===== src/hdl/ppfs_defines.vh =====
`ifndef PPFS_DEFINES_VH
`define PPFS_DEFINES_VH

// line counts and positions in the flat pad vector
`define PPFS_NUM_LINES     21
`define PPFS_A_BASE        0
`define PPFS_A_LINES       8
`define PPFS_B_BASE        8
`define PPFS_B_LINES       8
`define PPFS_B_LOW_LINES   4
`define PPFS_C_BASE        16
`define PPFS_C_LINES       5

// per-line mode codes, three bits each
`define PPFS_MODE_W        3
`define PPFS_MODE_IN       3'h0
`define PPFS_MODE_IN_PULL  3'h1
`define PPFS_MODE_IRQ      3'h2
`define PPFS_MODE_ANALOG   3'h3
`define PPFS_MODE_OD       3'h4
`define PPFS_MODE_PP       3'h5

// shared-function line indices
`define PPFS_IDX_TIMER     17
`define PPFS_IDX_RLD_IN    14
`define PPFS_IDX_RLD_OUT   15
`define PPFS_IDX_SPI_DIN   18
`define PPFS_IDX_SPI_DOUT  19
`define PPFS_IDX_SPI_CLK   20

// clock divider select
`define PPFS_DIV_W         2
`define PPFS_DIV_1         2'h0
`define PPFS_DIV_2         2'h1
`define PPFS_DIV_4         2'h2
`define PPFS_DIVCNT_W      2
`define PPFS_DIVCNT_ZERO   2'h0
`define PPFS_DIVCNT_ONE    2'h1
`define PPFS_DIVCNT_THREE  2'h3

`endif


===== src/hdl/ppfs_pad_cell.v =====
`timescale 1ns/1ps
`default_nettype none
`include "ppfs_defines.vh"

module ppfs_pad_cell #(
  parameter HAS_ANALOG = 1
) (
  // clock and reset
  input  wire                    clk_i,
  input  wire                    rst_b_i,
  // configuration and data
  input  wire [`PPFS_MODE_W-1:0] mode_i,
  input  wire                    dout_i,
  input  wire                    alt_en_i,
  input  wire                    alt_oe_i,
  input  wire                    alt_out_i,
  // pad side
  input  wire                    pad_i,
  output reg                     pad_o,
  output reg                     pad_oe_o,
  output reg                     pull_o,
  output reg                     ana_o,
  output reg                     level_o
);

  reg sync1;
  reg sync2;
  reg sync3;

  // three-stage input; a change is taken once stages two and three agree
  always @(posedge clk_i or negedge rst_b_i) begin
    if (!rst_b_i) begin
      sync1   <= 1'b1;
      sync2   <= 1'b1;
      sync3   <= 1'b1;
      level_o <= 1'b1;
    end else begin
      sync1 <= pad_i;
      sync2 <= sync1;
      sync3 <= sync2;
      if (sync2 == sync3) begin
        level_o <= sync3;
      end
    end
  end

  always @(posedge clk_i or negedge rst_b_i) begin
    if (!rst_b_i) begin
      pad_o    <= 1'b0;
      pad_oe_o <= 1'b0;
      pull_o   <= 1'b0;
      ana_o    <= 1'b0;
    end else if (alt_en_i) begin
      pad_o    <= alt_out_i;
      pad_oe_o <= alt_oe_i;
      pull_o   <= 1'b0;
      ana_o    <= 1'b0;
    end else begin
      pad_o    <= 1'b0;
      pad_oe_o <= 1'b0;
      pull_o   <= 1'b0;
      ana_o    <= 1'b0;
      case (mode_i)
        `PPFS_MODE_IN_PULL: pull_o <= 1'b1;
        `PPFS_MODE_IRQ:     pull_o <= 1'b1;
        // no converter tap on lines without one: plain input instead
        `PPFS_MODE_ANALOG:  ana_o  <= (HAS_ANALOG != 0);
        `PPFS_MODE_OD:      pad_oe_o <= ~dout_i;
        `PPFS_MODE_PP: begin
          pad_o    <= dout_i;
          pad_oe_o <= 1'b1;
        end
        default: pull_o <= 1'b0;
      endcase
    end
  end

endmodule // ppfs_pad_cell
`default_nettype wire


===== src/hdl/ppfs_top.v =====
`timescale 1ns/1ps
`default_nettype none
`include "ppfs_defines.vh"

module ppfs_top #(
  parameter B_LOW_RESET_PULLUP = 1
) (
  // clock and reset
  input  wire                                     clk_i,
  input  wire                                     rst_b_i,
  // line configuration writes
  input  wire [`PPFS_A_LINES*`PPFS_MODE_W-1:0]    first_port_mode_i,
  input  wire                                     first_port_mode_we_i,
  input  wire [`PPFS_B_LINES*`PPFS_MODE_W-1:0]    second_port_mode_i,
  input  wire                                     second_port_mode_we_i,
  input  wire [`PPFS_C_LINES*`PPFS_MODE_W-1:0]    third_port_mode_i,
  input  wire                                     third_port_mode_we_i,
  // port output data
  input  wire [`PPFS_NUM_LINES-1:0]               port_data_i,
  // timer pin
  input  wire                                     timer_out_en_i,
  input  wire                                     timer_data_bit_i,
  input  wire                                     timer_timeout_i,
  output reg                                      timer_pin_in_o,
  // reload timer
  input  wire                                     reload_out_sel_i,
  input  wire                                     reload_timer_output_i,
  output reg                                      reload_timer_input_o,
  // serial interface
  input  wire                                     spi_en_i,
  input  wire                                     spi_dout_i,
  input  wire                                     spi_clk_out_i,
  input  wire                                     spi_clk_oe_i,
  output reg                                      spi_din_o,
  output reg                                      spi_clk_in_o,
  // interrupt pin and port interrupts
  input  wire                                     nmi_pin_i,
  input  wire                                     nmi_ack_i,
  output wire                                     nmi_pullup_o,
  output reg                                      nmi_pend_o,
  output reg                                      port_irq_o,
  // clock divider and core reset
  input  wire [`PPFS_DIV_W-1:0]                   clk_div_sel_i,
  output reg                                      core_tick_o,
  output reg                                      core_rst_b_o,
  // pads
  input  wire [`PPFS_NUM_LINES-1:0]               pad_in_i,
  output wire [`PPFS_NUM_LINES-1:0]               pad_out_o,
  output wire [`PPFS_NUM_LINES-1:0]               pad_oe_o,
  output wire [`PPFS_NUM_LINES-1:0]               pad_pullup_o,
  output wire [`PPFS_NUM_LINES-1:0]               pad_analog_o,
  output wire [`PPFS_NUM_LINES-1:0]               pad_level_o
);

  localparam [`PPFS_MODE_W-1:0] B_LOW_RST =
    (B_LOW_RESET_PULLUP != 0) ? `PPFS_MODE_IN_PULL : `PPFS_MODE_IN;
  localparam [`PPFS_B_LINES*`PPFS_MODE_W-1:0] B_RST =
    {{(`PPFS_B_LINES-`PPFS_B_LOW_LINES){`PPFS_MODE_IN}},
     {`PPFS_B_LOW_LINES{B_LOW_RST}}};
  localparam [`PPFS_A_LINES*`PPFS_MODE_W-1:0] A_RST =
    {`PPFS_A_LINES{`PPFS_MODE_IN}};
  localparam [`PPFS_C_LINES*`PPFS_MODE_W-1:0] C_RST =
    {`PPFS_C_LINES{`PPFS_MODE_IN}};

  reg  [`PPFS_A_LINES*`PPFS_MODE_W-1:0]   mode_a;
  reg  [`PPFS_B_LINES*`PPFS_MODE_W-1:0]   mode_b;
  reg  [`PPFS_C_LINES*`PPFS_MODE_W-1:0]   mode_c;
  wire [`PPFS_NUM_LINES*`PPFS_MODE_W-1:0] mode_all;
  reg  [`PPFS_NUM_LINES-1:0]              alt_en;
  reg  [`PPFS_NUM_LINES-1:0]              alt_oe;
  reg  [`PPFS_NUM_LINES-1:0]              alt_out;
  reg                                     timer_level;
  reg                                     nmi_s1;
  reg                                     nmi_s2;
  reg                                     nmi_s3;
  reg                                     nmi_prev;
  reg                                     rst_s1;
  reg  [`PPFS_DIVCNT_W-1:0]               div_cnt;
  reg  [`PPFS_DIVCNT_W-1:0]               div_last;
  reg                                     next_irq;
  wire                                    nmi_fall;
  integer                                 k;

  assign mode_all     = {mode_c, mode_b, mode_a};
  assign nmi_pullup_o = 1'b1;

  // mode registers; second-port low lines come up per build option
  always @(posedge clk_i or negedge rst_b_i) begin
    if (!rst_b_i) begin
      mode_a <= A_RST;
      mode_b <= B_RST;
      mode_c <= C_RST;
    end else begin
      if (first_port_mode_we_i) begin
        mode_a <= first_port_mode_i;
      end
      if (second_port_mode_we_i) begin
        mode_b <= second_port_mode_i;
      end
      if (third_port_mode_we_i) begin
        mode_c <= third_port_mode_i;
      end
    end
  end

  // timer data bit is latched on time-out, held until the next one
  always @(posedge clk_i or negedge rst_b_i) begin
    if (!rst_b_i) begin
      timer_level <= 1'b0;
    end else if (timer_timeout_i) begin
      timer_level <= timer_data_bit_i;
    end
  end

  // alternate-function overlay; cleared bits leave the port bit alone
  always @* begin
    alt_en  = {`PPFS_NUM_LINES{1'b0}};
    alt_oe  = {`PPFS_NUM_LINES{1'b0}};
    alt_out = {`PPFS_NUM_LINES{1'b0}};
    alt_en[`PPFS_IDX_TIMER]     = timer_out_en_i;
    alt_oe[`PPFS_IDX_TIMER]     = 1'b1;
    alt_out[`PPFS_IDX_TIMER]    = timer_level;
    alt_en[`PPFS_IDX_RLD_OUT]   = reload_out_sel_i;
    alt_oe[`PPFS_IDX_RLD_OUT]   = 1'b1;
    alt_out[`PPFS_IDX_RLD_OUT]  = reload_timer_output_i;
    alt_en[`PPFS_IDX_SPI_DOUT]  = spi_en_i;
    alt_oe[`PPFS_IDX_SPI_DOUT]  = 1'b1;
    alt_out[`PPFS_IDX_SPI_DOUT] = spi_dout_i;
    alt_en[`PPFS_IDX_SPI_CLK]   = spi_en_i;
    alt_oe[`PPFS_IDX_SPI_CLK]   = spi_clk_oe_i;
    alt_out[`PPFS_IDX_SPI_CLK]  = spi_clk_out_i;
  end

  genvar g;
  generate
    for (g = 0; g < `PPFS_NUM_LINES; g = g + 1) begin : g_line
      ppfs_pad_cell #(
        .HAS_ANALOG ((g < `PPFS_B_BASE) || (g >= `PPFS_C_BASE))
      ) u_cell (
        .clk_i     (clk_i),
        .rst_b_i   (rst_b_i),
        .mode_i    (mode_all[g*`PPFS_MODE_W +: `PPFS_MODE_W]),
        .dout_i    (port_data_i[g]),
        .alt_en_i  (alt_en[g]),
        .alt_oe_i  (alt_oe[g]),
        .alt_out_i (alt_out[g]),
        .pad_i     (pad_in_i[g]),
        .pad_o     (pad_out_o[g]),
        .pad_oe_o  (pad_oe_o[g]),
        .pull_o    (pad_pullup_o[g]),
        .ana_o     (pad_analog_o[g]),
        .level_o   (pad_level_o[g])
      );
    end
  endgenerate

  // true when the line's mode is one of the three input modes
  function is_input;
    input [`PPFS_MODE_W-1:0] m;
    begin
      is_input = (m == `PPFS_MODE_IN) || (m == `PPFS_MODE_IN_PULL) ||
                 (m == `PPFS_MODE_IRQ);
    end
  endfunction

  // timer and reload inputs go low-idle when the line is not an input; serial inputs go low while spi_en_i is low
  always @(posedge clk_i or negedge rst_b_i) begin
    if (!rst_b_i) begin
      timer_pin_in_o       <= 1'b0;
      reload_timer_input_o <= 1'b0;
      spi_din_o            <= 1'b0;
      spi_clk_in_o         <= 1'b0;
      port_irq_o           <= 1'b0;
    end else begin
      timer_pin_in_o <= (!timer_out_en_i) &&
        is_input(mode_all[`PPFS_IDX_TIMER*`PPFS_MODE_W +: `PPFS_MODE_W]) &&
        pad_level_o[`PPFS_IDX_TIMER];
      reload_timer_input_o <=
        is_input(mode_all[`PPFS_IDX_RLD_IN*`PPFS_MODE_W +: `PPFS_MODE_W]) &&
        pad_level_o[`PPFS_IDX_RLD_IN];
      spi_din_o    <= spi_en_i && pad_level_o[`PPFS_IDX_SPI_DIN];
      spi_clk_in_o <= spi_en_i && pad_level_o[`PPFS_IDX_SPI_CLK];
      port_irq_o   <= next_irq;
    end
  end

  // port interrupt: any irq-mode line held low, unless taken by an alternate function, requests service
  always @* begin
    next_irq = 1'b0;
    for (k = 0; k < `PPFS_NUM_LINES; k = k + 1) begin
      if ((mode_all[k*`PPFS_MODE_W +: `PPFS_MODE_W] == `PPFS_MODE_IRQ) &&
          !alt_en[k] && !pad_level_o[k]) begin
        next_irq = 1'b1;
      end
    end
  end

  // interrupt pin: synchronised, then falling edge; a new edge beats ack
  assign nmi_fall = nmi_prev && !nmi_s3 && (nmi_s2 == nmi_s3);

  always @(posedge clk_i or negedge rst_b_i) begin
    if (!rst_b_i) begin
      nmi_s1     <= 1'b1;
      nmi_s2     <= 1'b1;
      nmi_s3     <= 1'b1;
      nmi_prev   <= 1'b1;
      nmi_pend_o <= 1'b0;
    end else begin
      nmi_s1 <= nmi_pin_i;
      nmi_s2 <= nmi_s1;
      nmi_s3 <= nmi_s2;
      if (nmi_s2 == nmi_s3) begin
        nmi_prev <= nmi_s3;
      end
      if (nmi_fall) begin
        nmi_pend_o <= 1'b1;
      end else if (nmi_ack_i) begin
        nmi_pend_o <= 1'b0;
      end
    end
  end

  // core reset: asserted at once, released in step with the clock
  always @(posedge clk_i or negedge rst_b_i) begin
    if (!rst_b_i) begin
      rst_s1       <= 1'b0;
      core_rst_b_o <= 1'b0;
    end else begin
      rst_s1       <= 1'b1;
      core_rst_b_o <= rst_s1;
    end
  end

  // divider gives a tick per core cycle instead of a gated clock
  always @* begin
    case (clk_div_sel_i)
      `PPFS_DIV_2: div_last = `PPFS_DIVCNT_ONE;
      `PPFS_DIV_4: div_last = `PPFS_DIVCNT_THREE;
      default:     div_last = `PPFS_DIVCNT_ZERO;
    endcase
  end

  always @(posedge clk_i or negedge rst_b_i) begin
    if (!rst_b_i) begin
      div_cnt     <= `PPFS_DIVCNT_ZERO;
      core_tick_o <= 1'b0;
    end else if (div_cnt >= div_last) begin
      div_cnt     <= `PPFS_DIVCNT_ZERO;
      core_tick_o <= 1'b1;
    end else begin
      div_cnt     <= div_cnt + `PPFS_DIVCNT_ONE;
      core_tick_o <= 1'b0;
    end
  end

endmodule // ppfs_top
`default_nettype wire


===== config.mk =====
export PLATFORM = sky130hd
export DESIGN_NAME = ppfs_top
export DESIGN_NICKNAME = d
export VERILOG_FILES = /design/src/hdl/ppfs_pad_cell.v /design/src/hdl/ppfs_top.v
export VERILOG_INCLUDE_DIRS = /design/src /design/src/hdl
export SDC_FILE = /design/constraint.sdc
export NUM_CORES = 1
export LEC_CHECK = 0
export ABC_CLOCK_PERIOD_IN_PS = 1200
export BUFFER_PORTS_ARGS = -buffer_cell sky130_fd_sc_hd__buf_2
export CORE_AREA = 2 2 199 103
export DETAILED_ROUTE_END_ITERATION = 16
export DIE_AREA = 0 0 201 105
export PLACE_DENSITY = 0.76
export REMOVE_ABC_BUFFERS = 1
export SETUP_SLACK_MARGIN = 0.05
export SYNTH_ARGS = -nofsm -noshare
export SYNTH_HDL_FRONTEND = slang
export SYNTH_SLANG_ARGS = --single-unit

===== constraint.sdc =====
create_clock -name clk_i -period 1.2 [get_ports clk_i]
set_input_delay 0.18 -clock clk_i [delete_from_list [all_inputs] [get_ports clk_i]]
set_output_delay 0.18 -clock clk_i [all_outputs]
set_load 0.02 [all_outputs]

; ---- Yosys cells after proc, flatten, opt, wreduce, memory -nomap -nowiden
; Index checks and enable logic that the tools add are counted.
[totals]
output_inout_bits = 114
ff_bits = 239
latch_bits = 0
wordCells = 524
memories = 0
mem_bits_rw = 0
mem_bits_ro = 0
inputBits = 123
[op_classes]
n_addsub = 1
div_mod_pow = 0
multipliers = 0
order_cmp = 1
n_eq_ne = 121
n_reduce_logical = 85
bitwise_logic = 21
n_shift = 0
muxes = 117
[op_table]
columns = cell, n
row1 = $eq 3x3->1 const B, 42
row2 = $eq 3x2->1 const B, 34
row3 = $mux 1, 94
row4 = $eq 3x1->1 const B, 21
row5 = $pmux 1 s2, 21
row6 = $reduce_or 2->1, 21
row7 = $logic_and 1x1->1, 32
row8 = $logic_not 1->1, 25
row9 = $eq 1x1->1, 22
row10 = $not 1->1, 21
row11 = $logic_not 3->1, 2
row12 = $logic_or 1x1->1, 4
row13 = $pmux 2 s2, 1
row14 = $add 2x1->2 const B, 1
row15 = $eq 2x1->1 const B, 1
row16 = $eq 2x2->1 const B, 1
row17 = $ge 2x2->1, 1
row18 = $mux 2, 1
row19 = $reduce_bool 2->1, 1

; ---- Longest topological paths before layout
; Gate-level depths: netlist of the first run.
[logic_depth]
ltp_word = 23
depth_mapped = 7
depth_no_buf = 7

; ---- Hierarchy
; A second synthesis of the first run with hierarchy kept.
[unflattened]
cells_unflattened = 621
hier_area_um2 = 8774.7
[modules_own_cells]
columns = mod, area_each_um2, instances, cells_each
row1 = ppfs_pad_cell (g_line[0].u_cell ...), 276.5, 13, 20
row2 = ppfs_top, 3148.0, 1, 209
row3 = ppfs_pad_cell (g_line[10].u_cell ...), 254.0, 8, 19

; ---- Worst setup path before layout of the first run
; No wires, ideal clock.
[synth_path]
kind = register to register
startpoint = reg g_line[5].u_cell.level_o
endpoint = reg port_irq_o
path_stages_with_launch = 5
setup_slack_ps = -141
synth_period_minus_slack_ps = 1341
setup_time_ps = 131
arrival_ps = 1209
path_cell_list = dfstp_2 -> nor4b_1 -> nor4_1 -> nand4_1 -> or3_1
[synth_via]
elab_chain_len = 18
[synth_lines]
columns = element, line_no
row1 = from (decl), ppfs_pad_cell.v:23  ; output reg level_o
row2 = from (signal assigned), ppfs_pad_cell.v:42  ; level_o <= sync3;
row3 = $logic_not 1->1, ppfs_top.v:192  ; !alt_en[k] && !pad_level_o[k]) begin
row4 = $logic_and 1x1->1, ppfs_top.v:191  ; if ((mode_all[k*`PPFS_MODE_W +: `PPFS_MODE_W] == `PPFS_MODE_IRQ) &&
row5 = $mux 1 (16 in a row), ppfs_top.v:191
row6 = via next_irq, ppfs_top.v:80  ; reg next_irq;
row7 = to (signal assigned), ppfs_top.v:183  ; port_irq_o <= next_irq;
row8 = to (decl), ppfs_top.v:41  ; output reg port_irq_o,
; The timed path passes the listed nets, and every way through them passes these cells.
; A chain may end at the register's enable or synchronous reset.

; ---- Final worst setup path of the first run
[layout_path]
startpoint = reg g_line[6].u_cell.level_o
endpoint = reg port_irq_o
[layout_via]
elab_chain_len = 17
[layout_lines]
columns = element, line_no
row1 = from (decl), ppfs_pad_cell.v:23
row2 = from (signal assigned), ppfs_pad_cell.v:42
row3 = $logic_not 1->1, ppfs_top.v:192
row4 = $logic_and 1x1->1, ppfs_top.v:191
row5 = $mux 1 (15 in a row), ppfs_top.v:191
row6 = via next_irq, ppfs_top.v:80
; The timed path passes the listed nets, and every way through them passes these cells.

==> results of run 1 <==
[stage by stage]
step                instance area (µm²)  hold WS (ns)  power (µW)  setup slack (ns)  utilization (%)
floorplan                          8370        -0.116       10700            -0.221                -
global placement                  10700        0.0977       12200            -0.543             55.6
detailed placement                10700         0.105       12300            -0.561             55.6
CTS                               13500       0.00964       20200            -0.517             70.0
global route                      13500        0.0161       21200            -0.637             70.4
finish                            13500        0.0165       20400            -0.576             70.4
[cell usage after synthesis, types with 9 or more instances]
master                    number
sky130_fd_sc_hd__dfrtp_1     147
sky130_fd_sc_hd__buf_4       106
sky130_fd_sc_hd__dfstp_2      92
sky130_fd_sc_hd__mux2_2       63
sky130_fd_sc_hd__nor2_1       27
sky130_fd_sc_hd__maj3_1       22
sky130_fd_sc_hd__xnor2_1      22
sky130_fd_sc_hd__nor2b_1      21
sky130_fd_sc_hd__nor3b_1      17
sky130_fd_sc_hd__nor4b_1      17
sky130_fd_sc_hd__and4b_1      16
sky130_fd_sc_hd__nand2_1      12
sky130_fd_sc_hd__and3b_1       9
[kinds of logic (layout without fill, tap and decap cells)]
family	Yosys count	in the layout	share of synthesized area (%)
DFF	239	239	66.4
and+or+nand+nor	146	146	10.4
buffers and inverters	122	514	9.41
muxes	63	63	7.73
adders and majority gates	25	25	2.81
xor gates and xnor gates	22	22	2.10
AOI/OAI and AO/OA	14	14	1.05
other	2	11	0.0818
[cell type report]
class,instances,area (µm²),area share (%)
sequential,239,6100,45.0
timing repair buffer,467,4080,30.1
multi-input combinational,280,2290,16.9
tap,266,333,2.46
inverter,7,26.3,0.194
clock buffer,39,706,5.21
clock inverter,1,8.76,0.0647
antenna,1,2.50,0.0185
[metal layers]
layer  vias up  routed length [µm]  share of wire [%]
li1       2811                   -                  -
met1      3077                9280                 38
met2       213               13100                 53
met3        94                 924                3.7
met4         0                1470                5.9
met5         -                   0                  0
[worst paths after layout]
path	slack, ns	to	startpoint
setup / recovery	-0.58	port_irq_o	g_line[6].u_cell.level_o
hold / removal	0.02	g_line[20].u_cell.pull_o	spi_en_i
setup reg to reg	-0.58	port_irq_o	g_line[6].u_cell.level_o
hold reg to reg	0.35	g_line[3].u_cell.sync2	g_line[3].u_cell.sync1
max in group asynchronous	0.38	g_line[5].u_cell.level_o	rst_b_i
min in group asynchronous	0.16	mode_c[14]	rst_b_i
[power breakdown]
group	internal (µW)	switching, µW
combinational	2210	1820
clock	3980	3050
sequential	8920	419
[sequential cells by signal, indices dropped and copies added, names as in the netlist, 2 cells and up]
register,cells
mode_b,24
mode_a,24
g_line.u_cell.sync1,21
g_line.u_cell.pull_o,21
mode_c,15
div_cnt,2
g_line.u_cell.sync2,21
g_line.u_cell.pad_o,21
g_line.u_cell.sync3,21
g_line.u_cell.pad_oe_o,21
g_line.u_cell.level_o,21
g_line.u_cell.ana_o,13
[worst min-delay path: cells and delay by family]
family        cells  cell delay (ns)
buf+inv           2             0.26
simple gates      1             0.06
[what timing repair did]
action,CTS,global route
pin swaps,6,3
resized for setup,234,12
endpoints found under the setup margin,108,110
hold endpoints to repair,292,0
buffers inserted,19,11
hold buffers,117,0
cloned,0,0
==> results.sh, run 1 <==
export IMPL_drv_slew=0
export IMPL_failed_checks="negative setup slack"
export IMPL_finalWorstSetupSlack_ns=-0.576
export IMPL_synthesis_yosys_warnings=0
export IMPL_min_path_cells=3
export IMPL_maxSlewHeadroom_pct=57.7
export IMPL_ys_async_sr_fraction_pct=100
export IMPL_initial_utilization_pct=47.7
export IMPL_fin_cells=1300
export IMPL_post_route_min_period_ns=1.78
export IMPL_outcome="finished with violations"
export IMPL_crit_cells=4
export IMPL_grt_antenna_before_repair=1
export IMPL_layout_area_overhead_vs_synth_pct=47.5
export IMPL_via_count_of_the_first_global_routing_pass=7053
export IMPL_synth_flop_cell="sky130_fd_sc_hd__dfrtp_1"
export IMPL_core_region_area_um2=19200
export IMPL_seq_total_area_yosys_pct=66.4
export IMPL_ys_seq_elements=239
export IMPL_tritoncts_clock_tree="yes"
export IMPL_post_dp_hpwl_um=13600
export IMPL_share_of_yosys_cell_area_claimed_by_the_top_area_cell_type_pct=40.1
export IMPL_synth_edff_count=0
export IMPL_irDropWorstVdd_uv=1300
export IMPL_detail_route_antenna_nets=0
export IMPL_syn_instance_count=633
export IMPL_hp_class="in2reg"
export IMPL_finalSetupViolations=57
export IMPL_cts_reportedPaths_clkPinSlew_ns=0.07
export IMPL_drc_errors=0
export IMPL_cap_violations=0
export IMPL_critPathRequiredTime_ns=1.58
export IMPL_worst_setup_path_start_kind="register"
export IMPL_final_hold_violation_count=0
export IMPL_layer_carrying_the_most_global_route_usage="met2"
export IMPL_i_o_pins=237
export IMPL_largest_net_degree_at_the_start_of_global_routing=48
export IMPL_synth_top_cells_by_area="sky130_fd_sc_hd__dfrtp_1 40%, sky130_fd_sc_hd__dfstp_2 26%, sky130_fd_sc_hd__buf_4 8.7%, sky130_fd_sc_hd__mux2_2 7.7%, sky130_fd_sc_hd__maj3_1 2.4%"
export IMPL_kind_of_critical_path="reg2reg"
export IMPL_cp_max_fanout=2
export IMPL_clkLatencyLatePin_ns=0.51
export IMPL_final_layout_setup_total_negative_slack_ns=-6.05
export IMPL_worst_slew_pin_slew_ns=0.625
export IMPL_gate_family_responsible_for_the_most_delay_along_the_worst_path="simple AND/OR/NAND/NOR gates"
export IMPL_numCtsBuffers=22
export IMPL_worstPathCellList="nor4b_2 > nor4_2 > nand4_1 > or3_4"
export IMPL_power_leakage_uw=0.00628
export IMPL_final_layout_size_suffix_gt1_share_pct=53.0
export IMPL_fillerInstances=1173
export IMPL_buffers_added_on_ports=227
export IMPL_dr_first_iter_drc_count=325
export IMPL_count_of_buffer_and_inverter_cells_on_the_critical_path=0
export IMPL_grt_pass1_wl_um=38300
export IMPL_met3_usage_pct=4.18
export IMPL_die_x_um=201
export IMPL_yosysUniqueCellTypes=33
export IMPL_mean_area_per_synthesized_cell_um2=14.5
export IMPL_pwr_density_cell_nw_per_um2=1510
export IMPL_drt_pass1_iterations=4
export IMPL_netlist_area_um2=9180
export IMPL_finalWeightedCongestion=0.827
export IMPL_route_detailed_vias_per_inst=4.77
export IMPL_cp_data_arrival_time_ns=2.16
export IMPL_grt_util_met1_pct=26.5
export IMPL_finClkSkew_ns=0.0123
export IMPL_placed_cells_incl_taps=1117
export IMPL_rows=36
export IMPL_setup_worst_path_end_class="register"
export IMPL_gr_usage_total_pct=23.3
export IMPL_global_route_overflow_total=0
export IMPL_post_drt_wl_per_cell_um=19.0
export IMPL_layout_nets=1143
export IMPL_detailroute_via_count=6195
export IMPL_layout_common_cells="147 x sky130_fd_sc_hd__dfrtp_1, 126 x sky130_fd_sc_hd__buf_6, 121 x sky130_fd_sc_hd__buf_2, 117 x sky130_fd_sc_hd__dlygate4sd3_1, 94 x sky130_fd_sc_hd__buf_4"
export IMPL_finalCritPeriodShare_pct=148
export IMPL_cts_root_buf="sky130_fd_sc_hd__clkbuf_16"
export IMPL_totalWireLength_um=24700
export IMPL_clock_sink_count=239
export IMPL_most_common_cell_after_layout_fill_and_taps_aside="sky130_fd_sc_hd__dfrtp_1"
export IMPL_cts_buffer_depth=3
export IMPL_gr_usage_met2_pct=42.2
export IMPL_worst_path_largest_cell_delay_ns=0.56
export IMPL_critical_path_slowest_cell="sky130_fd_sc_hd__dfstp_2"
export IMPL_synth_top_cell_by_area="sky130_fd_sc_hd__dfrtp_1"
export IMPL_reg2regPathDepth=4
export IMPL_cts_htree_levels=1
export IMPL_grt_setup_unrepaired="yes"
export IMPL_achievable_frequency_mhz=563
export IMPL_die_height_um=105
export IMPL_floorplan_die_area_um2=21100
No activity file was read; power rests on OpenSTA's default activity.
==> inputs of run 2 (changes only) <==
==> constraint.sdc (replaced) <==
create_clock -name clk_i -period 1.2 [get_ports clk_i]
set_input_delay 0.18 -clock clk_i [delete_from_list [all_inputs] [get_ports clk_i]]
set_output_delay 0.18 -clock clk_i [all_outputs]
set_load 0.1 [all_outputs]
==> run 2 against run 1 <==
Net effect:
- maximum frequency grew 0.50%
- global-route usage is 2.2 points higher
- critical path type unchanged
- count of clock-buffer cells in the layout down 11
- final area increased by 8.1%
- power up 21%
- via count rose by 3.8%
- largest power group unchanged
- highest routed layer unchanged
- sequential cell count stayed put
- clock power grew 14%
- the run still ends with negative setup slack left
==> results.sh, run 2 (synthesis gave the netlist of run 1 again) <==
export IMPL_power_share_clock_pct=32.6
export IMPL_drt_pass1_iterations=4
export IMPL_gr_usage_total_pct=25.5
export IMPL_ff_latch_area_um2=6100
export IMPL_route_detailed_vias_per_inst=4.94
export IMPL_final_layout_size_suffix_gt1_share_pct=54.7
export IMPL_proportion_of_power_drawn_by_combinational_gates_pct=28.9
export IMPL_via_count_of_the_first_global_routing_pass=7251
export IMPL_irDropWorstVdd_uv=927
export IMPL_worst_r2r_setup_slack_ns=-0.57
export IMPL_cap_violations=0
export IMPL_kind_of_critical_path="reg2reg"
export IMPL_global_route_overflow_total=0
export IMPL_finalCritPeriodShare_pct=147
export IMPL_power_share_switching_pct=32.1
export IMPL_fin_cells=1302
export IMPL_finalWorstSetupSlack_ns=-0.567
export IMPL_largest_net_degree_at_the_start_of_global_routing=49
export IMPL_fillerInstances=1001
export IMPL_largestRegisters="mode_a (24), mode_b (24)"
export IMPL_numCtsBuffers=22
export IMPL_die_x_um=201
export IMPL_post_route_min_period_ns=1.77
export IMPL_cts_root_buf="sky130_fd_sc_hd__clkbuf_16"
export IMPL_finClkSkew_ns=0.0161
export IMPL_setup_worst_path_end_class="register"
export IMPL_worst_slew_pin_slew_ns=0.657
export IMPL_outcome="finished with violations"
export IMPL_finalSetupViolations=106
export IMPL_hp_class="in2reg"
export IMPL_drc_errors=0
export IMPL_clock_sink_count=239
export IMPL_power_leakage_uw=0.00665
export IMPL_critPathRequiredTime_ns=1.59
export IMPL_tritoncts_clock_tree="yes"
export IMPL_detailroute_via_count=6432
export IMPL_failed_checks="negative setup slack"
export IMPL_pwr_density_cell_nw_per_um2=1680
export IMPL_cts_buffer_depth=3
export IMPL_floorplan_die_area_um2=21100
export IMPL_post_dp_hpwl_um=14600
export IMPL_achievable_frequency_mhz=566
export IMPL_maxSlewHeadroom_pct=55.6
export IMPL_cts_htree_levels=1
export IMPL_post_drt_wl_per_cell_um=20.9
export IMPL_layout_area_overhead_vs_synth_pct=59.4
export IMPL_whs_ns=0.0725
export IMPL_multi_input_comb_area_um2=2340
export IMPL_cp_data_arrival_time_ns=2.16
export IMPL_die_height_um=105
export IMPL_layout_common_cells="147 x sky130_fd_sc_hd__dfrtp_1, 121 x sky130_fd_sc_hd__buf_2, 117 x sky130_fd_sc_hd__dlygate4sd3_1, 113 x sky130_fd_sc_hd__buf_12, 97 x sky130_fd_sc_hd__buf_4"
export IMPL_grt_setup_unrepaired="yes"
export IMPL_cts_reportedPaths_clkPinSlew_ns=0.07
export IMPL_detail_route_antenna_nets=0
export IMPL_placed_cells_incl_taps=1116
export IMPL_grt_pass1_wl_um=41700
export IMPL_initial_utilization_pct=47.7
export IMPL_most_common_cell_after_layout_fill_and_taps_aside="sky130_fd_sc_hd__dfrtp_1"
export IMPL_grt_antenna_before_repair=1
export IMPL_power_net_switching_uw=7900
export IMPL_layout_nets=1145
export IMPL_buffers_added_on_ports=227
export IMPL_seq_power_share_pct=38.5
export IMPL_core_region_area_um2=19200
export IMPL_worst_setup_path_start_kind="register"
export IMPL_power_internal_uw=16700
export IMPL_i_o_pins=237
export IMPL_drv_slew=0
export IMPL_finalWeightedCongestion=0.811
export IMPL_rows=36
export IMPL_dr_first_iter_drc_count=246
export IMPL_clkLatencyLatePin_ns=0.51
export IMPL_cp_max_fanout=2
export IMPL_final_hold_violation_count=0
export IMPL_totalWireLength_um=27200
## run 2: cell count changes in the layout (fill, tap and decap cells not counted), moves of 5 or more
cell,change
sky130_fd_sc_hd__clkbuf_1,-8
sky130_fd_sc_hd__clkinv_2,+5
sky130_fd_sc_hd__buf_12,+105
sky130_fd_sc_hd__buf_6,-106
sky130_fd_sc_hd__bufinv_16,+5
## run 2: per-layer routing
| metal | GRT usage (%) | part of all wire, % | wire [µm] | vias to the layer above |
|---|---|---|---|---|
| met5 | 0 | 0 | 0 | - |
| met1 | 28.9 | 37 | 10000 | 3250 |
| met4 | 11.8 | 5.4 | 1460 | 0 |
| met2 | 46.7 | 53 | 14500 | 257 |
| li1 | - | - | - | 2813 |
| met3 | 4.93 | 4.5 | 1220 | 112 |
## run 2: power by group through the flow
stage	clock network, µW	logic [µW]	registers [µW]
detailed placement	0	6360	9510
CTS	8010	6880	9400
global route	8480	7350	9520
global placement	0	6240	9470
floorplan	0	888	12000
finish	8030	7100	9460
## run 2: cell type report
type | instances | share of cell area (%)
Antenna cell | 1 | 0.0171
Clock buffer | 28 | 4.34
Clock inverter | 12 | 1.31
Inverter | 7 | 0.180
Multi-Input combinational cell | 280 | 16.0
Sequential cell | 239 | 41.7
Tap cell | 266 | 2.28
Timing Repair Buffer | 469 | 34.2
## run 2: what timing repair did
action | in CTS | in global routing
hold endpoints to repair | 281 | 0
hold buffers | 117 | 0
pin swaps | 8 | 5
setup endpoints to repair | 108 | 114
gates resized for setup | 25 | 18
cloned | 0 | 0
setup buffers | 19 | 13
## run 2: final timing paths
check,startpoint,to,cells after the start
worst max-delay path,g_line[12].u_cell.level_o,port_irq_o,5
min in group asynchronous,rst_b_i,spi_clk_in_o,2
worst min register to register,rst_s1,core_rst_b_o,0
worst max register to register,g_line[12].u_cell.level_o,port_irq_o,5
max in group asynchronous,rst_b_i,g_line[3].u_cell.level_o,3
worst min-delay path,third_port_mode_we_i,mode_c[14],3
## run 2: metrics by stage
stage | util [%] | area [µm²] | TNS, ns | worst slack, ns | power (µW)
2_1_floorplan | - | 8370 | -0.546 | -0.536 | 12900
3_3_place_gp | 63.7 | 12300 | -0.898 | -0.579 | 15700
3_5_place_dp | 63.7 | 12300 | -1.08 | -0.585 | 15900
4_1_cts | 75.4 | 14500 | -13.08 | -0.461 | 24300
5_1_grt | 76.0 | 14600 | -15.88 | -0.654 | 25400
6_report | 76.0 | 14600 | -12.58 | -0.567 | 24600
## run 2: worst max-delay path, stage by stage, from the launching register on
cell and delay [ns]:
sky130_fd_sc_hd__dfstp_2 0.55, sky130_fd_sc_hd__buf_4 0.11, sky130_fd_sc_hd__nor4b_1 0.04, sky130_fd_sc_hd__nor4_1 0.44, sky130_fd_sc_hd__nand2_1 0.12, sky130_fd_sc_hd__or3_1 0.38
==> inputs of run 3 (changes only) <==
--- a/config.mk
+++ b/config.mk
@@ -12,7 +12,6 @@
 export DETAILED_ROUTE_END_ITERATION = 16
 export DIE_AREA = 0 0 201 105
 export PLACE_DENSITY = 0.76
-export REMOVE_ABC_BUFFERS = 1
 export SETUP_SLACK_MARGIN = 0.05
 export SYNTH_ARGS = -nofsm -noshare
 export SYNTH_HDL_FRONTEND = slang
==> run 3 against run 2 <==
Net effect:
- register-to-register slack gained 0.09 ns
- final area is 1.1% lower
- global-route usage shrank 2.7 points
- core utilization decreased by 0.81 points
- largest power group unchanged
- sequential share of layout area is 0.46 points higher
- count of clock-buffer cells in the layout is 2 higher
- highest routed layer unchanged
- sequential power barely moved
- non-clock buffer count is 6 lower
- critical path type unchanged
- die area stayed put
- hold slack got worse by 0.048 ns
- sequential cell count is the same
- the run still ends with negative setup slack left
==> results.sh, run 3 (synthesis gave the netlist of run 1 again) <==
export IMPL_finalSetupViolations=106
export IMPL_critPathLaunch="g_line[5].u_cell.level_o"
export IMPL_route_detailed_vias_per_inst=4.82
export IMPL_kind_of_critical_path="reg2reg"
export IMPL_numCtsBuffers=21
export IMPL_finalWeightedCongestion=0.799
export IMPL_drc_errors=0
export IMPL_reg2regPathDepth=5
export IMPL_final_hold_violation_count=0
export IMPL_cp_endpoint="port_irq_o"
export IMPL_hp_class="in2reg"
export IMPL_grt_setup_unrepaired="yes"
export IMPL_floorplan_die_area_um2=21100
export IMPL_i_o_pins=237
export IMPL_layout_nets=1138
export IMPL_die_height_um=105
export IMPL_maxSlewHeadroom_pct=48.6
export IMPL_cap_violations=0
export IMPL_final_layout_size_suffix_gt1_share_pct=54.2
export IMPL_cts_htree_levels=1
export IMPL_totalWireLength_um=24800
export IMPL_cts_reportedPaths_clkPinSlew_ns=0.07
export IMPL_largest_net_degree_at_the_start_of_global_routing=58
export IMPL_postLayoutCellArea_um2=14500
export IMPL_clkLatencyLatePin_ns=0.50
export IMPL_rows=36
export IMPL_critPathRequiredTime_ns=1.57
export IMPL_detail_route_antenna_nets=0
export IMPL_regToRegStartpoint="g_line[5].u_cell.level_o"
export IMPL_crit_reg_reg_endpoint="port_irq_o"
export IMPL_worst_path_largest_cell_delay_ns=0.54
export IMPL_initial_utilization_pct=47.7
export IMPL_worstPathCellList="nor4b_2 > nor4_2 > buf_4 > nand4_1 > or3_1"
export IMPL_cp_max_fanout=2
export IMPL_buffers_added_on_ports=227
export IMPL_gr_usage_total_pct=22.7
export IMPL_worst_setup_path_start_kind="register"
export IMPL_setup_worst_path_end_class="register"
export IMPL_post_route_min_period_ns=1.67
export IMPL_post_dp_hpwl_um=14900
export IMPL_worst_r2r_setup_slack_ns=-0.47
export IMPL_grt_antenna_before_repair=2
export IMPL_detailroute_via_count=6232
export IMPL_outcome="finished with violations"
export IMPL_dr_first_iter_drc_count=253
export IMPL_power_total_uw=23900
export IMPL_worst_slew_pin_slew_ns=0.760
export IMPL_cts_buffer_depth=3
export IMPL_finalCritPeriodShare_pct=139
export IMPL_layout_area_overhead_vs_synth_pct=57.6
export IMPL_die_x_um=201
export IMPL_drt_pass1_iterations=4
export IMPL_cp_data_arrival_time_ns=2.04
export IMPL_layout_common_cells="146 x sky130_fd_sc_hd__dfrtp_1, 121 x sky130_fd_sc_hd__buf_2, 115 x sky130_fd_sc_hd__dlygate4sd3_1, 111 x sky130_fd_sc_hd__buf_12, 94 x sky130_fd_sc_hd__buf_4"
export IMPL_drv_slew=0
export IMPL_tritoncts_clock_tree="yes"
export IMPL_pwr_density_cell_nw_per_um2=1650
export IMPL_irDropWorstVdd_uv=1060
export IMPL_achievable_frequency_mhz=598
export IMPL_placed_area_um2=12200
export IMPL_post_drt_wl_per_cell_um=19.2
export IMPL_clock_sink_count=239
export IMPL_power_leakage_uw=0.00656
export IMPL_via_count_of_the_first_global_routing_pass=6825
export IMPL_largestRegisters="mode_a (24), mode_b (24)"
export IMPL_core_region_area_um2=19200
export IMPL_finalWorstSetupSlack_ns=-0.473
export IMPL_failed_checks="negative setup slack"
export IMPL_critical_path_slowest_cell="sky130_fd_sc_hd__dfstp_2"
export IMPL_most_common_cell_after_layout_fill_and_taps_aside="sky130_fd_sc_hd__dfrtp_1"
export IMPL_grt_pass1_wl_um=37600
export IMPL_finClkSkew_ns=0.0165
export IMPL_global_route_overflow_total=0
export IMPL_cts_root_buf="sky130_fd_sc_hd__clkbuf_16"
## run 3: metal layers
| layer | wire length (µm) | GRT usage, % | up-vias |
|---|---|---|---|
| li1 | - | - | 2795 |
| met1 | 9580 | 26.8 | 3211 |
| met2 | 13500 | 42.9 | 172 |
| met3 | 893 | 3.59 | 54 |
| met4 | 852 | 6.67 | 0 |
| met5 | 0 | 0 | - |
## run 3: report_power, final
group          total [µW]  leakage, µW  switching [µW]  internal (µW)
Sequential           9440      0.00281             519           8920
Clock                7440     0.000374            2990           4450
Combinational        6990      0.00338            4090           2900
## run 3: worst max-delay path, delay by kind of cell (launching register included)
| kind | cells | cell delay [ns] |
|---|---|---|
| buffers and inverters | 1 | 0.16 |
| DFF | 1 | 0.54 |
| and+or+nand+nor | 4 | 0.85 |
## run 3: repair_timing
action,4_1_cts,5_1_grt
pin swaps,1,5
endpoints found under the setup margin,108,110
endpoints found under the hold margin,282,0
buffers inserted,19,8
resized for setup,21,14
hold buffers,115,0
## run 3: area by class of cell
class,count,area [µm²]
sequential,239,6100
timing repair buffer,463,4940
fill,1075,4760
multi-input combinational,280,2310
clock buffer,30,619
tap,266,333
clock inverter,7,135
inverter,7,33.8
antenna,2,5.00
## run 3: stage by stage
stage               hold slack, ns  worst slack [ns]  cells  TNS (ns)  utilization (%)
finish                      0.0244            -0.473   1294    -11.15             75.2
global route                0.0199            -0.599   1294    -14.36             75.2
CTS                        0.00184            -0.469   1285    -12.23             74.7
detailed placement          0.0826            -0.480   1114    -0.958             63.6
global placement            0.0745            -0.428   1114    -0.794             63.6
floorplan                   -0.116            -0.132    641    -0.132                -
## run 3: worst min-delay path by stage
stage / startpoint / end / slack [ns] / depth (start not counted)
after floorplan: rst_b_i / core_rst_b_o / -0.12 / 0
after global placement: rst_b_i / spi_clk_in_o / 0.07 / 1
final: port_data_i[5] / g_line[5].u_cell.pad_oe_o / 0.02 / 3
after detailed placement: rst_b_i / spi_clk_in_o / 0.08 / 1
after CTS: port_data_i[5] / g_line[5].u_cell.pad_oe_o / 0.002 / 3
after global routing: port_data_i[12] / g_line[12].u_cell.pad_oe_o / 0.02 / 3
